===== src/lgia_defs.vh =====
// constants and register map of the link group interrupt aggregator
`ifndef LGIA_DEFS_VH
`define LGIA_DEFS_VH

`define LGIA_ADDR_W        12
`define LGIA_NUM_LINKS     16
`define LGIA_NUM_GROUPS    8
// status registers, one per link
`define LGIA_STAT_BASE     12'h435
// enable registers, one per link
`define LGIA_EN_BASE       12'h445
`define LGIA_MSTAT_ADDR    12'h455
`define LGIA_MEN_ADDR      12'h433
`define LGIA_GOVF_ADDR     12'h457
// status bit positions
`define LGIA_B_CNTOVF      0
`define LGIA_B_GOVF        8
`define LGIA_B_TXRDY       7
`define LGIA_W1C_MASK      12'he7e
`define LGIA_LINK0_MASK    12'h180
`define LGIA_FLAG_W        12
`define LGIA_RST_16        16'h0000

`endif


===== src/lgia_link_flags.v =====
// per-link status flags and enable register
`timescale 1ns/10ps

module lgia_link_flags #(
	parameter IS_LINK0 = 0
) (
	// clock and reset
	input  wire        sys_clk_i,
	input  wire        rst_i,
	// event inputs, one-cycle pulses or levels
	input  wire [11:0] evt_i,
	input  wire        cnt_ovf_i,
	input  wire        grp_ovf_any_i,
	// register writes
	input  wire        stat_wr_i,
	input  wire        en_wr_i,
	input  wire [15:0] wdata_i,
	// results
	output wire [15:0] stat_o,
	output wire [15:0] en_o,
	output wire        req_o
);

`include "lgia_defs.vh"

	reg  [11:0] flag_ff;
	reg  [11:0] en_ff;
	wire [11:0] nxt_flag;
	wire [11:0] keep_mask;
	wire [11:0] view;

	// bits 8 and 7 exist on link 0 only; bit 8 is live there, so only bit 7 is stored
	assign keep_mask = (IS_LINK0 != 0) ? (`LGIA_W1C_MASK | (12'h001 << `LGIA_B_TXRDY)) : `LGIA_W1C_MASK;

	// write zero clears, a new event wins over the clear
	assign nxt_flag = ((stat_wr_i ? (flag_ff & wdata_i[11:0]) : flag_ff) | evt_i) & keep_mask;

	// flag storage and enable storage
	always @(posedge sys_clk_i) begin
		if (rst_i) begin
			flag_ff <= 12'h000;
			en_ff   <= 12'h000;
		end else begin
			flag_ff <= nxt_flag;
			if (en_wr_i) begin
				en_ff <= wdata_i[11:0];
			end
		end
	end

	// live sources: counter overflow and group overflow summary
	assign view = {flag_ff[11:9],
	               (IS_LINK0 != 0) & grp_ovf_any_i,
	               flag_ff[7:1],
	               cnt_ovf_i};

	assign stat_o = {4'h0, view};
	assign en_o   = {4'h0, en_ff};
	assign req_o  = |(view & en_ff);

endmodule // lgia_link_flags


===== src/lgia_top.v =====
// link group interrupt aggregator: status, enables, master summary, irq pin
`timescale 1ns/10ps

module lgia_top (
	// clock and reset
	input  wire         sys_clk_i,
	input  wire         rst_i,
	// host register port
	input  wire [11:0]  addr_i,
	input  wire         wr_i,
	input  wire         rd_i,
	input  wire [15:0]  wdata_i,
	output wire [15:0]  rdata_o,
	// per-link events, one-cycle pulses
	input  wire [15:0]  delay_sync_loss_end_i,
	input  wire [15:0]  frame_loss_end_i,
	input  wire [15:0]  cell_delineation_loss_end_i,
	input  wire [15:0]  pre_ram_ovf_i,
	input  wire [15:0]  control_cell_change_i,
	input  wire [15:0]  control_cell_violation_i,
	input  wire [15:0]  delay_sync_loss_i,
	input  wire [15:0]  frame_loss_i,
	input  wire [15:0]  cell_delineation_loss_i,
	// per-link counter overflow, level held until counters serviced
	input  wire [15:0]  link_cnt_ovf_i,
	// group events
	input  wire [7:0]   tx_cell_ready_rise_i,
	input  wire [7:0]   group_frame_pulse_i,
	input  wire [7:0]   group_ovf_evt_i,
	// interrupt pin, active low
	output wire         irq_n_o
);

`include "lgia_defs.vh"

	// read source codes for the register read mux
	localparam RSEL_NONE  = 3'h0;
	localparam RSEL_STAT  = 3'h1;
	localparam RSEL_EN    = 3'h2;
	localparam RSEL_MSTAT = 3'h3;
	localparam RSEL_MEN   = 3'h4;
	localparam RSEL_GOVF  = 3'h5;

	// registers
	reg  [15:0]  rdata_ff;
	reg          irq_n_ff;
	reg  [15:0]  men_ff;
	reg  [7:0]   govf_ff;

	// next-state and mux values
	reg  [15:0]  nxt_rdata;
	reg  [15:0]  nxt_men;
	reg  [7:0]   nxt_govf;
	reg  [15:0]  stat_word;
	reg  [15:0]  en_word;
	reg  [2:0]   rd_sel;
	reg  [15:0]  stat_wr_vec;
	reg  [15:0]  en_wr_vec;

	// address decode
	wire [11:0]  stat_off;
	wire [11:0]  en_off;
	wire         hit_stat;
	wire         hit_en;
	wire         hit_mstat;
	wire         hit_men;
	wire         hit_govf;
	wire [3:0]   link_sel;
	wire         men_wr;
	wire         govf_wr;
	wire [7:0]   govf_clr;

	// per-link results and interrupt summary
	wire [255:0] stat_bus;
	wire [255:0] en_bus;
	wire [15:0]  link_req;
	wire [15:0]  req_masked;
	wire         irq_req_any;

	// group events
	wire [7:0]   grp_txrdy;
	wire         txrdy_evt;
	wire         grp_ovf_any;

	////////////////////////////////////////////////////////////////////////
	// address decode: offsets into the two banks of sixteen link registers
	assign stat_off  = addr_i - `LGIA_STAT_BASE;
	assign en_off    = addr_i - `LGIA_EN_BASE;

	// bank hits; an address below a base wraps to a large offset and misses
	assign hit_stat  = (stat_off < 12'h010);
	assign hit_en    = (en_off < 12'h010);

	// single registers
	assign hit_mstat = (addr_i == `LGIA_MSTAT_ADDR);
	assign hit_men   = (addr_i == `LGIA_MEN_ADDR);
	assign hit_govf  = (addr_i == `LGIA_GOVF_ADDR);

	// link number inside whichever bank was hit
	assign link_sel  = hit_stat ? stat_off[3:0] : en_off[3:0];

	// write strobes of the single registers; master status takes none
	assign men_wr    = wr_i & hit_men;
	assign govf_wr   = wr_i & hit_govf;

	// one write strobe per link register, one-hot or all zero
	always @* begin
		stat_wr_vec = 16'h0000;
		en_wr_vec   = 16'h0000;
		if (wr_i && hit_stat) begin
			stat_wr_vec[link_sel] = 1'b1;
		end
		if (wr_i && hit_en) begin
			en_wr_vec[link_sel] = 1'b1;
		end
	end

	// read source, coded once per address
	always @* begin
		rd_sel = RSEL_NONE;
		if (hit_stat) begin
			rd_sel = RSEL_STAT;
		end else if (hit_en) begin
			rd_sel = RSEL_EN;
		end else if (hit_mstat) begin
			rd_sel = RSEL_MSTAT;
		end else if (hit_men) begin
			rd_sel = RSEL_MEN;
		end else if (hit_govf) begin
			rd_sel = RSEL_GOVF;
		end
	end

	////////////////////////////////////////////////////////////////////////
	// group events: any ready return or frame pulse feeds link 0 bit 7
	assign grp_txrdy   = tx_cell_ready_rise_i | group_frame_pulse_i;
	assign txrdy_evt   = |grp_txrdy;

	// any pending group overflow shows live in link 0 bit 8
	assign grp_ovf_any = |govf_ff;

	////////////////////////////////////////////////////////////////////////
	// per-link flag blocks
	genvar g;
	generate
		for (g = 0; g < 16; g = g + 1) begin : g_link
			wire [11:0] evt;
			assign evt = {delay_sync_loss_end_i[g], frame_loss_end_i[g],
			              cell_delineation_loss_end_i[g], 1'b0,
			              (g == 0) & txrdy_evt, pre_ram_ovf_i[g],
			              control_cell_change_i[g], control_cell_violation_i[g],
			              delay_sync_loss_i[g], frame_loss_i[g],
			              cell_delineation_loss_i[g], 1'b0};
			lgia_link_flags #(
				.IS_LINK0 (g == 0)
			) u_flags (
				.sys_clk_i     (sys_clk_i),
				.rst_i         (rst_i),
				.evt_i         (evt),
				.cnt_ovf_i     (link_cnt_ovf_i[g]),
				.grp_ovf_any_i (grp_ovf_any),
				.stat_wr_i     (stat_wr_vec[g]),
				.en_wr_i       (en_wr_vec[g]),
				.wdata_i       (wdata_i),
				.stat_o        (stat_bus[g*16 +: 16]),
				.en_o          (en_bus[g*16 +: 16]),
				.req_o         (link_req[g])
			);

			// a link pulls the pin only while its master enable bit is set
			assign req_masked[g] = link_req[g] & men_ff[g];
		end
	endgenerate

	////////////////////////////////////////////////////////////////////////
	// master enable: plain read/write, one bit per link
	always @* begin
		nxt_men = men_ff;
		if (men_wr) begin
			nxt_men = wdata_i;
		end
	end

	always @(posedge sys_clk_i) begin
		if (rst_i) begin
			men_ff <= `LGIA_RST_16;
		end else begin
			men_ff <= nxt_men;
		end
	end

	////////////////////////////////////////////////////////////////////////
	// group overflow: writing zero to a bit clears it
	assign govf_clr = govf_wr ? ~wdata_i[7:0] : 8'h00;

	// a new overflow in the same cycle as the clear wins
	always @* begin
		nxt_govf = (govf_ff & ~govf_clr) | group_ovf_evt_i;
	end

	always @(posedge sys_clk_i) begin
		if (rst_i) begin
			govf_ff <= 8'h00;
		end else begin
			govf_ff <= nxt_govf;
		end
	end

	////////////////////////////////////////////////////////////////////////
	// status word of the addressed link
	always @* begin
		case (link_sel)
			4'h0: stat_word = stat_bus[15:0];
			4'h1: stat_word = stat_bus[31:16];
			4'h2: stat_word = stat_bus[47:32];
			4'h3: stat_word = stat_bus[63:48];
			4'h4: stat_word = stat_bus[79:64];
			4'h5: stat_word = stat_bus[95:80];
			4'h6: stat_word = stat_bus[111:96];
			4'h7: stat_word = stat_bus[127:112];
			4'h8: stat_word = stat_bus[143:128];
			4'h9: stat_word = stat_bus[159:144];
			4'ha: stat_word = stat_bus[175:160];
			4'hb: stat_word = stat_bus[191:176];
			4'hc: stat_word = stat_bus[207:192];
			4'hd: stat_word = stat_bus[223:208];
			4'he: stat_word = stat_bus[239:224];
			4'hf: stat_word = stat_bus[255:240];
			default: stat_word = 16'h0000;
		endcase
	end

	// enable word of the addressed link
	always @* begin
		case (link_sel)
			4'h0: en_word = en_bus[15:0];
			4'h1: en_word = en_bus[31:16];
			4'h2: en_word = en_bus[47:32];
			4'h3: en_word = en_bus[63:48];
			4'h4: en_word = en_bus[79:64];
			4'h5: en_word = en_bus[95:80];
			4'h6: en_word = en_bus[111:96];
			4'h7: en_word = en_bus[127:112];
			4'h8: en_word = en_bus[143:128];
			4'h9: en_word = en_bus[159:144];
			4'ha: en_word = en_bus[175:160];
			4'hb: en_word = en_bus[191:176];
			4'hc: en_word = en_bus[207:192];
			4'hd: en_word = en_bus[223:208];
			4'he: en_word = en_bus[239:224];
			4'hf: en_word = en_bus[255:240];
			default: en_word = 16'h0000;
		endcase
	end

	// read mux; master status is read only, unmapped addresses read zero
	always @* begin
		case (rd_sel)
			RSEL_STAT: begin
				nxt_rdata = stat_word;
			end
			RSEL_EN: begin
				nxt_rdata = en_word;
			end
			RSEL_MSTAT: begin
				nxt_rdata = link_req;
			end
			RSEL_MEN: begin
				nxt_rdata = men_ff;
			end
			RSEL_GOVF: begin
				nxt_rdata = {8'h00, govf_ff};
			end
			default: begin
				nxt_rdata = 16'h0000;
			end
		endcase
	end

	// read data holds until the next read strobe
	always @(posedge sys_clk_i) begin
		if (rst_i) begin
			rdata_ff <= `LGIA_RST_16;
		end else if (rd_i) begin
			rdata_ff <= nxt_rdata;
		end
	end

	////////////////////////////////////////////////////////////////////////
	// interrupt pin: unlatched summary, one flop behind, idle high
	assign irq_req_any = |req_masked;

	always @(posedge sys_clk_i) begin
		if (rst_i) begin
			irq_n_ff <= 1'b1;
		end else begin
			irq_n_ff <= ~irq_req_any;
		end
	end

	assign rdata_o = rdata_ff;
	assign irq_n_o = irq_n_ff;

endmodule // lgia_top


===== config.mk =====
export PLATFORM = sky130hd
export DESIGN_NAME = lgia_top
export DESIGN_NICKNAME = d
export VERILOG_FILES = /design/src/lgia_link_flags.v /design/src/lgia_top.v
export VERILOG_INCLUDE_DIRS = /design/src
export SDC_FILE = /design/constraint.sdc
export NUM_CORES = 1
export LEC_CHECK = 0
export ABC_AREA = 1
export ABC_CLOCK_PERIOD_IN_PS = 3750
export BUFFER_PORTS_ARGS = -buffer_cell sky130_fd_sc_hd__buf_2
export CORE_UTILIZATION = 45
export CTS_CLUSTER_DIAMETER = 40
export CTS_CLUSTER_SIZE = 20
export DETAILED_ROUTE_END_ITERATION = 12
export GPL_TIMING_DRIVEN = 0
export PLACE_DENSITY_LB_ADDON = 0.25
export SYNTH_ARGS = -nofsm -noshare
export SYNTH_HDL_FRONTEND = slang
export SYNTH_HIERARCHICAL = 1
export SYNTH_SLANG_ARGS = --single-unit
export TNS_END_PERCENT = 30

===== constraint.sdc =====
create_clock -name sys_clk_i -period 3.75 [get_ports sys_clk_i]
set_input_delay 0.75 -clock sys_clk_i [delete_from_list [all_inputs] [get_ports sys_clk_i]]
set_output_delay 0.75 -clock sys_clk_i [all_outputs]
set_load 0.01 [all_outputs]

=== Word level (Yosys, flattened, before mapping) ===
Cells that the tools add are included.
W data, S select, Z words.

* Bits in registers: 425
* Output and inout port bits: 17
* Word-level logic and storage cells: 206

* $add $sub $neg: 2
* $lt $le $gt $ge: 4
* Equality and inequality tests: 23
* Multiplexer cells: 30
* Bitwise logic cells: 72
* Reduce and logical (&&, ||, !) cells: 23

{| class="wikitable"
|+ Operator list
! operator !! number
|-
| $pmux W16 S16 || 2
|-
| $and A12 B12 Y12 || 32
|-
| $mux W12 || 16
|-
| $or A12 B12 Y12 || 16
|-
| $reduce_or A12 Y1 || 16
|-
| $pmux W16 S5 || 1
|-
| $eq A12 B11 Y1 const B || 3
|-
| $eq A4 B4 Y1 const B || 8
|-
| $mux W16 || 2
|-
| $lt A12 B5 Y1 const B || 2
|-
| $sub A12 B11 Y12 const B || 2
|-
| $and A1 B1 Y1 || 18
|-
| $eq A4 B3 Y1 const B || 4
|-
| $not A8 Y8 || 2
|-
| $or A8 B8 Y8 || 2
|-
| $reduce_or A16 Y1 || 1
|-
| $reduce_or A8 Y1 || 2
|-
| $mux W3 || 5
|-
| $and A8 B8 Y8 || 1
|-
| $eq A4 B2 Y1 const B || 2
|-
| $mux W8 || 1
|-
| $eq A3 B2 Y1 const B || 2
|-
| $eq A3 B3 Y1 const B || 2
|-
| $lt A4 B5 Y1 const B || 1
|-
| 9 further kinds || 11
|}

=== Logic depth before layout (Yosys ltp) ===
Gate-level depths: netlist of run 1.

* Word-level depth: 10
* Depth in mapped cells: 15
* Mapped depth without buffers: 14

=== By module ===
The synthesis of run 1 kept the hierarchy.

{| class="wikitable"
|+ Modules (own cells, without submodules)
! module !! times used !! cells an instance !! area an instance (um2) !! seq. area each (um2)
|-
| lgia_link_flags at g_link[10].u_flags ... || 15 || 121 || 930.9 || 420.4
|-
| lgia_top || 1 || 1486 || 6920.4 || 820.8
|-
| lgia_link_flags at g_link[0].u_flags || 1 || 127 || 968.4 || 440.4
|}

=== Worst setup path after synthesis of run 1 ===
No wires, ideal clock.

* Kind: input port to flip-flop
* From: input port addr_i[3]
* To: register g_link[14].u_flags.flag_ff[10]
* Arrival time: 2318 ps
* Setup slack: 1306 ps
* Stages: 13
* Buffers on the path: 2
* Path through: buf_2 > inv_1 > o21ai_1 > nand2_1 > nand2_1 > nand3_1 > nor2_2 > nand2_1 > buf_2 > nor2_1 > inv_1 > o21ai_0 > a21oi_1

* Word-level cells in the longest chain between the ends: 10
* Elaborated cells between the ends (all ways): 13

{| class="wikitable"
|+ Ends and longest elaborated chain
! item !! line !! source
|-
| start, declared || lgia_top.v:9 || <nowiki>input wire [11:0] addr_i,</nowiki>
|-
| $sub A12 B11 Y12 (no line) || -- ||
|-
| $lt A12 B5 Y1 || lgia_top.v:91 || <nowiki>assign hit_stat = (stat_off < 12'h010);</nowiki>
|-
| $mux W4 || lgia_top.v:100 || <nowiki>assign link_sel = hit_stat ? stat_off[3:0] : en_off[3:0];</nowiki>
|-
| $lt A4 B5 Y1 (implied by the code) / $ge A4 B1 Y1 (equally long branches) || lgia_top.v:111 || <nowiki>stat_wr_vec[link_sel] = 1'b1;</nowiki>
|-
| $logic_and A1 B1 Y1 (implied by the code) || lgia_top.v:111 ||
|-
| $mux W1 (implied by the code) || lgia_top.v:111 ||
|-
| $demux W1 S4 || lgia_top.v:111 ||
|-
| $mux W16 * || lgia_top.v:110 || <nowiki>if (wr_i && hit_stat) begin</nowiki>
|-
| named net stat_wr_vec[14] || lgia_top.v:57 || <nowiki>reg [15:0] stat_wr_vec;</nowiki>
|-
| $mux W12 * || lgia_link_flags.v:36 || <nowiki>assign nxt_flag = ((stat_wr_i ? (flag_ff & wdata_i[11:0]) : flag_ff) | evt_i) & keep_mask;</nowiki>
|-
| $or A12 B12 Y12 * || lgia_link_flags.v:36 ||
|-
| end signal, assigned || lgia_link_flags.v:44 || <nowiki>flag_ff <= nxt_flag;</nowiki>
|-
| end, declared || lgia_link_flags.v:26 || <nowiki>reg [11:0] flag_ff;</nowiki>
|}

The timed path passes the listed nets; every way through them passes the cells marked *.
A chain may end at the register's enable or synchronous reset.

=== Worst setup path after layout of run 1 ===
* From: input port addr_i[2]
* To: register g_link[5].u_flags.en_ff[7]

* Word-level cells in the longest chain between the ends: 8
* Elaborated cells between the ends (all ways): 12

{| class="wikitable"
|+ Ends and longest elaborated chain
! item !! line !! source
|-
| $sub A12 B11 Y12 (no line) || -- ||
|-
| $lt A12 B5 Y1 || lgia_top.v:91 ||
|-
| $mux W4 || lgia_top.v:100 ||
|-
| $lt A4 B5 Y1 (implied by the code) / $ge A4 B1 Y1 (equally long branches) || lgia_top.v:114 || <nowiki>en_wr_vec[link_sel] = 1'b1;</nowiki>
|-
| $logic_and A1 B1 Y1 (implied by the code) || lgia_top.v:114 ||
|-
| $mux W1 (implied by the code) || lgia_top.v:114 ||
|-
| $demux W1 S4 || lgia_top.v:114 ||
|-
| $mux W16 * || lgia_top.v:113 || <nowiki>if (wr_i && hit_en) begin</nowiki>
|-
| named net en_wr_vec[5] || lgia_top.v:58 || <nowiki>reg [15:0] en_wr_vec;</nowiki>
|-
| end signal, assigned || lgia_link_flags.v:46 || <nowiki>en_ff <= wdata_i[11:0];</nowiki>
|-
| end, declared || lgia_link_flags.v:27 || <nowiki>reg [11:0] en_ff;</nowiki>
|}

Marked as above.

==> flow_metrics.tcl, run 1 <==
set metrics [dict create \
    outcome "finished, final reports clean" \
    finalCritPeriodShare_pct 95.0 \
    tritoncts "yes" \
    start_util_pct 45.7 \
    viasPerCell 5.18 \
    final_nets 4077 \
    worst_pin_slew_ns 1.44 \
    antenna_found_initial 2 \
    grt.total_usage_pct 34.9 \
    syn2layout_area_growth_pct 20.9 \
    crit_type "input pin to flop" \
    worstHoldPathType "input pin to flop" \
    cts_hold_buf 0 \
    final_core_util_pct 55.2 \
    drive_above_1_share_pct 21.2 \
    io_pins 233 \
    crit_buf_inv 7 \
    drv_slew 0 \
    dp_slack_ns -0.505 \
    grt_pass1_wl_mm 130 \
    clock_latency_ns 0.63 \
    syn_area_sq_mm 0.0218 \
    clk_pin_slew_ns 0.06 \
    cap_violations 0 \
    hpwl_mm 63.7 \
    wire_per_inst_um 19.3 \
    crit_family "buffers and inverters" \
    htreeDepth 2 \
    skew_ns 0.0236 \
    powerDensity_mw_per_mm2 418 \
    clk_path_buf_depth 3 \
    fp.dieH_um 222 \
    grt_pass1_vias 21500 \
    coreArea_sq_mm 0.0478 \
    finalHoldViolations 0 \
    min_period_ns 3.56 \
    via_count 23400 \
    grt_max_degree 51 \
    cts-root-buf "clkbuf_16" \
    worst_slack_ns 0.188 \
    peakVddDrop_mv 0.403 \
    syn_inst 3427 \
    setup_viol 0 \
    critPathLaunchType "input pin" \
    drc 0 \
    yosysWarnings 6 \
    die-area_sq_mm 0.0494 \
    cts_inserted_buffers 59 \
    dr.pass1.iters 5 \
    crit_required_ns 4.31 \
    max_clock_freq_mhz 281 \
    p_leak_nw 12.5 \
    avgSynthCellArea_sq_um 6.38 \
    cp_slowest_stage_delay_ns 0.65 \
    drt_iter0_drc 2481 \
    max_slew_margin_pct 4.13 \
    ant_nets 0 \
    wl_mm 87.5 \
    io_buffers 231 \
    rrSetupSlack_ns 1.54 \
    num_rows 80 \
    place_area_sq_mm 0.0243 \
    postLayoutCellArea_sq_mm 0.0264 \
    die_w_um 222 \
    path_cells "buf_2, inv_2, buf_2, o21ai_1, nand2_1, nand3_1, clkinv_1, nand2_1, buf_2, nor2_1, inv_2, buf_6, nand2_1, a21oi_2" \
    worstPathArrival_ns 4.12 \
    grt.overflow.total 0 \
    rsz0062_at_grt "no" \
    crit_slowest_cell "nand2_1" \
    crit_path_max_fanout 10 \
    worstSetupEndpointType "flop" \
    clock-sinks 378 \
    gp_congestion 1.05 \
]
==> power breakdown <==
group          internal, mW  leakage, nW  switching, mW  total (mW)
sequential             4.14         3.09          0.139        4.28
combinational         0.354         8.43          0.649        1.00
clock                  3.64         1.02           2.13        5.77
==> layout by cell type, fill, tap and decap left out, drive strengths merged <==
cell and n:
nand4 58, nand3b 1, o22ai 3, a22o 3
o21ai 185, or2 32, nor2 238, clkbuf 112
a21oi 372, conb 158, nor4 6, nor3 21
a221oi 3, bufinv 8, buf 512, inv 307
clkinvlp 3, diode 1, nand2 1308, dfxtp 378
clkinv 17, nand3 184
==> sequential cells by signal, indices dropped and copies added (netlist names) <==
signal                  count
rdata_o                    16
govf_ff                     8
g_link.u_flags/en_ff      192
men_ff                     16
g_link.u_flags/flag_ff    145
irq_n_o                     1
==> tightest hold or removal path, delay by kind of cell <==
| kind | cells | cell delay, ns |
|---|---|---|
| buffers and inverters | 2 | 0.13 |
| AOI/OAI and AO/OA | 1 | 0.05 |
==> through the flow <==
step,cells,hold slack [ns],TNS (ns),power [mW]
finish,4525,0.354,0,11.0
global route,4525,0.352,0,11.4
CTS,4524,0.324,0,11.0
global placement,4415,0.453,-90.87,5.31
floorplan,3569,0.440,0,4.83
detailed placement,4415,0.455,-93.67,5.31
==> repair_timing <==
action                                  in CTS  in global routing
gates resized for setup                      0                  2
hold endpoints to repair                     0                  0
endpoints found under the setup margin       0                 93
setup buffers                                0                  0
==> metal layers <==
layer	global-route usage, %	vias up	routed length [um]	part of all wire [%]
met5	0	-	12	0.014
met4	14.9	2	3710	4.2
met3	5.54	191	7690	8.8
met2	53.8	1094	37500	43
met1	48.2	10800	38600	44
li1	-	11400	-	-
==> cell type report <==
class	instances	area [sq um]
antenna	1	2.50
multi-input combinational	2572	11500
inverter	299	1120
timing repair buffer	231	1160
clock buffer	73	1610
clock inverter	36	480
fill	4969	21400
sequential	378	7570
buffer	320	2190
tap	615	769
==> worst paths after layout <==
path,startpoint,endpoint,cells after the start
worst max-delay path,addr_i[2],g_link[5].u_flags/en_ff[7],14
worst min-delay path,delay_sync_loss_end_i[3],g_link[3].u_flags/flag_ff[11],3
worst max register to register,govf_ff[1],irq_n_o,10
worst min register to register,rdata_o[10],rdata_o[10],2
Power figures use the tool's default switching activity.
==> inputs of run 2 (changes only) <==
--- a/config.mk
+++ b/config.mk
@@ -15,6 +15,8 @@
 export DETAILED_ROUTE_END_ITERATION = 12
 export GPL_TIMING_DRIVEN = 0
 export PLACE_DENSITY_LB_ADDON = 0.25
+export REMOVE_ABC_BUFFERS = 1
+export SETUP_SLACK_MARGIN = 0.5
 export SYNTH_ARGS = -nofsm -noshare
 export SYNTH_HDL_FRONTEND = slang
 export SYNTH_HIERARCHICAL = 1
==> run 2 against run 1 <==
Count of clock-buffer cells in the layout is 4 higher. Critical path depth down 1. First-iteration DRC count decreased by 12%. Register-to-register slack improved by 0.11 ns. Clock skew up 0.017 ns. Wire length decreased by 9.1%. Critical path type unchanged.
==> flow_metrics.tcl, run 2 (synthesized netlist as in run 1, its figures left out) <==
set metrics [dict create \
    gp_congestion 0.966 \
    via_count 22200 \
    ant_nets 0 \
    skew_ns 0.0408 \
    drt_iter0_drc 2178 \
    wl_mm 79.6 \
    antenna_found_initial 4 \
    rrSetupSlack_ns 1.65 \
    fillers 4958 \
    finalHoldViolations 0 \
    grt.overflow.total 0 \
    grt_max_degree 131 \
    drv_slew 0 \
    die-area_sq_mm 0.0494 \
    top_regs "g_link.u_flags/en_ff x192, g_link.u_flags/flag_ff x145" \
    clock-sinks 378 \
    dr.pass1.iters 6 \
    dp_slack_ns -1.39 \
    cts_inserted_buffers 68 \
    p_leak_nw 11.3 \
    critPathLaunchType "input pin" \
    max_clock_freq_mhz 317 \
    min_from "frame_loss_i[1]" \
    rr_endpoint "irq_n_o" \
    outcome "finished, final reports clean" \
    worstHoldPathType "input pin to flop" \
    htreeDepth 3 \
    largest_register_ffs 192 \
    clk_pin_slew_ns 0.07 \
    powerDensity_mw_per_mm2 457 \
    max_slew_margin_pct 16.6 \
    fp.dieH_um 222 \
    drc 0 \
    viasPerCell 5.24 \
    grt_pass1_vias 20400 \
    hpwl_mm 53.5 \
    clock_latency_ns 0.62 \
    tritoncts "yes" \
    worstPathArrival_ns 3.60 \
    syn2layout_area_growth_pct 14.5 \
    wire_per_inst_um 18.8 \
    peakVddDrop_mv 0.300 \
    io_pins 233 \
    cts_hold_buf 0 \
    final_core_util_pct 52.3 \
    reg2reg_from "govf_ff[1]" \
    start_util_pct 45.7 \
    die_w_um 222 \
    drive_above_1_share_pct 17.5 \
    regMostFlops "g_link.u_flags/en_ff" \
    cts-root-buf "clkbuf_16" \
    min_period_ns 3.16 \
    finalCritPeriodShare_pct 84.2 \
    num_rows 80 \
    grt_pass1_wl_mm 121 \
    grt.total_usage_pct 32.0 \
    worst_slack_ns 0.594 \
    coreArea_sq_mm 0.0478 \
    crit_path_max_fanout 21 \
    multi_input_area_sq_mm 0.0117 \
    final_nets 3787 \
    crit_required_ns 4.19 \
    cap_violations 0 \
    worstSetupEndpointType "flop" \
    crit_type "input pin to flop" \
    seq_area_sq_mm 0.00757 \
    r2r_cells 10 \
    hold_depth 3 \
    io_buffers 232 \
    rsz0062_at_grt "yes" \
    clk_path_buf_depth 3 \
    worst_pin_slew_ns 1.25 \
    layout_commonest_cell "nand2_1" \
    hold_path_end "g_link[1].u_flags/flag_ff[2]" \
    layout_common_cells "nand2_1, dfxtp_1, inv_1, buf_2, a21oi_1" \
    setup_viol 0 \
]
==> run 2: changes by cell type in the layout (fill, tap and decap cells not counted), moves of 25 or more <==
cell,change
buf_4,-172
buf_2,-69
clkbuf_1,-46
buf_6,-32
nor2_1,-27
nor2_2,+25
==> run 2: per-layer routing <==
| metal | vias to the layer above | GRT usage [%] | wire (um) |
|---|---|---|---|
| met2 | 1122 | 48.3 | 33700 |
| met5 | - | 0 | 13 |
| met4 | 2 | 15.0 | 3820 |
| li1 | 10800 | - | - |
| met1 | 10100 | 43.9 | 34400 |
| met3 | 194 | 5.78 | 7650 |
==> run 2: worst max path at each step <==
stage | startpoint | to | slack [ns] | cells after the start
CTS | addr_i[1] | rdata_o[13] | 0.52 | 13
detailed placement | addr_i[2] | g_link[0].u_flags/en_ff[6] | -1.39 | 8
global route | addr_i[2] | g_link[3].u_flags/en_ff[5] | 0.48 | 9
floorplan | addr_i[0] | g_link[11].u_flags/en_ff[0] | -0.52 | 8
global placement | rst_i | irq_n_o | -5.94 | 3
finish | addr_i[1] | rdata_o[10] | 0.59 | 13
==> run 2: report_power, final <==
part	switching (mW)	total (mW)	internal [mW]
Sequential	0.125	4.27	4.14
Combinational	0.621	0.868	0.247
Clock	2.37	6.31	3.95
Total	3.11	11.4	8.33
==> run 2: layout make-up <==
class	count	area share, %
repair buffers	249	5.93
clock inverters	48	2.08
clock buffers	77	7.43
flip-flops and latches	378	30.2
diodes	2	0.0200
well taps	615	3.08
inverters	299	4.56
multi-input cells	2575	46.7
==> run 2: critical path: stages <==
cell,delay [ns]
buf_2,0.20
nand2_1,0.27
clkinvlp_4,0.44
nand2_2,0.35
clkinv_2,0.30
nand2_1,0.19
nand4_1,0.23
nor2_1,0.37
nand2_1,0.12
nand3_1,0.09
nand3_1,0.13
nand2_1,0.09
a21oi_1,0.06
==> run 2: timing repair <==
| item | CTS | global route |
|---|---|---|
| pin swaps | 3 | 2 |
| gates cloned | 3 | 0 |
| hold endpoints to repair | 0 | 0 |
| buffers inserted | 2 | 2 |
| setup endpoints to repair | 369 | 252 |
| resized for setup | 30 | 6 |
==> run 2: through the flow <==
step | area (sq um) | instances | power [mW] | TNS, ns | hold WS, ns
floorplan | 20200 | 3249 | 4.61 | -126.89 | 0.435
global placement | 22100 | 4096 | 5.16 | -1315.56 | 0.450
detailed placement | 22500 | 4109 | 5.16 | -377.37 | 0.453
CTS | 25000 | 4239 | 11.5 | 0 | 0.356
global route | 25000 | 4243 | 11.8 | 0 | 0.372
finish | 25000 | 4243 | 11.4 | 0 | 0.369
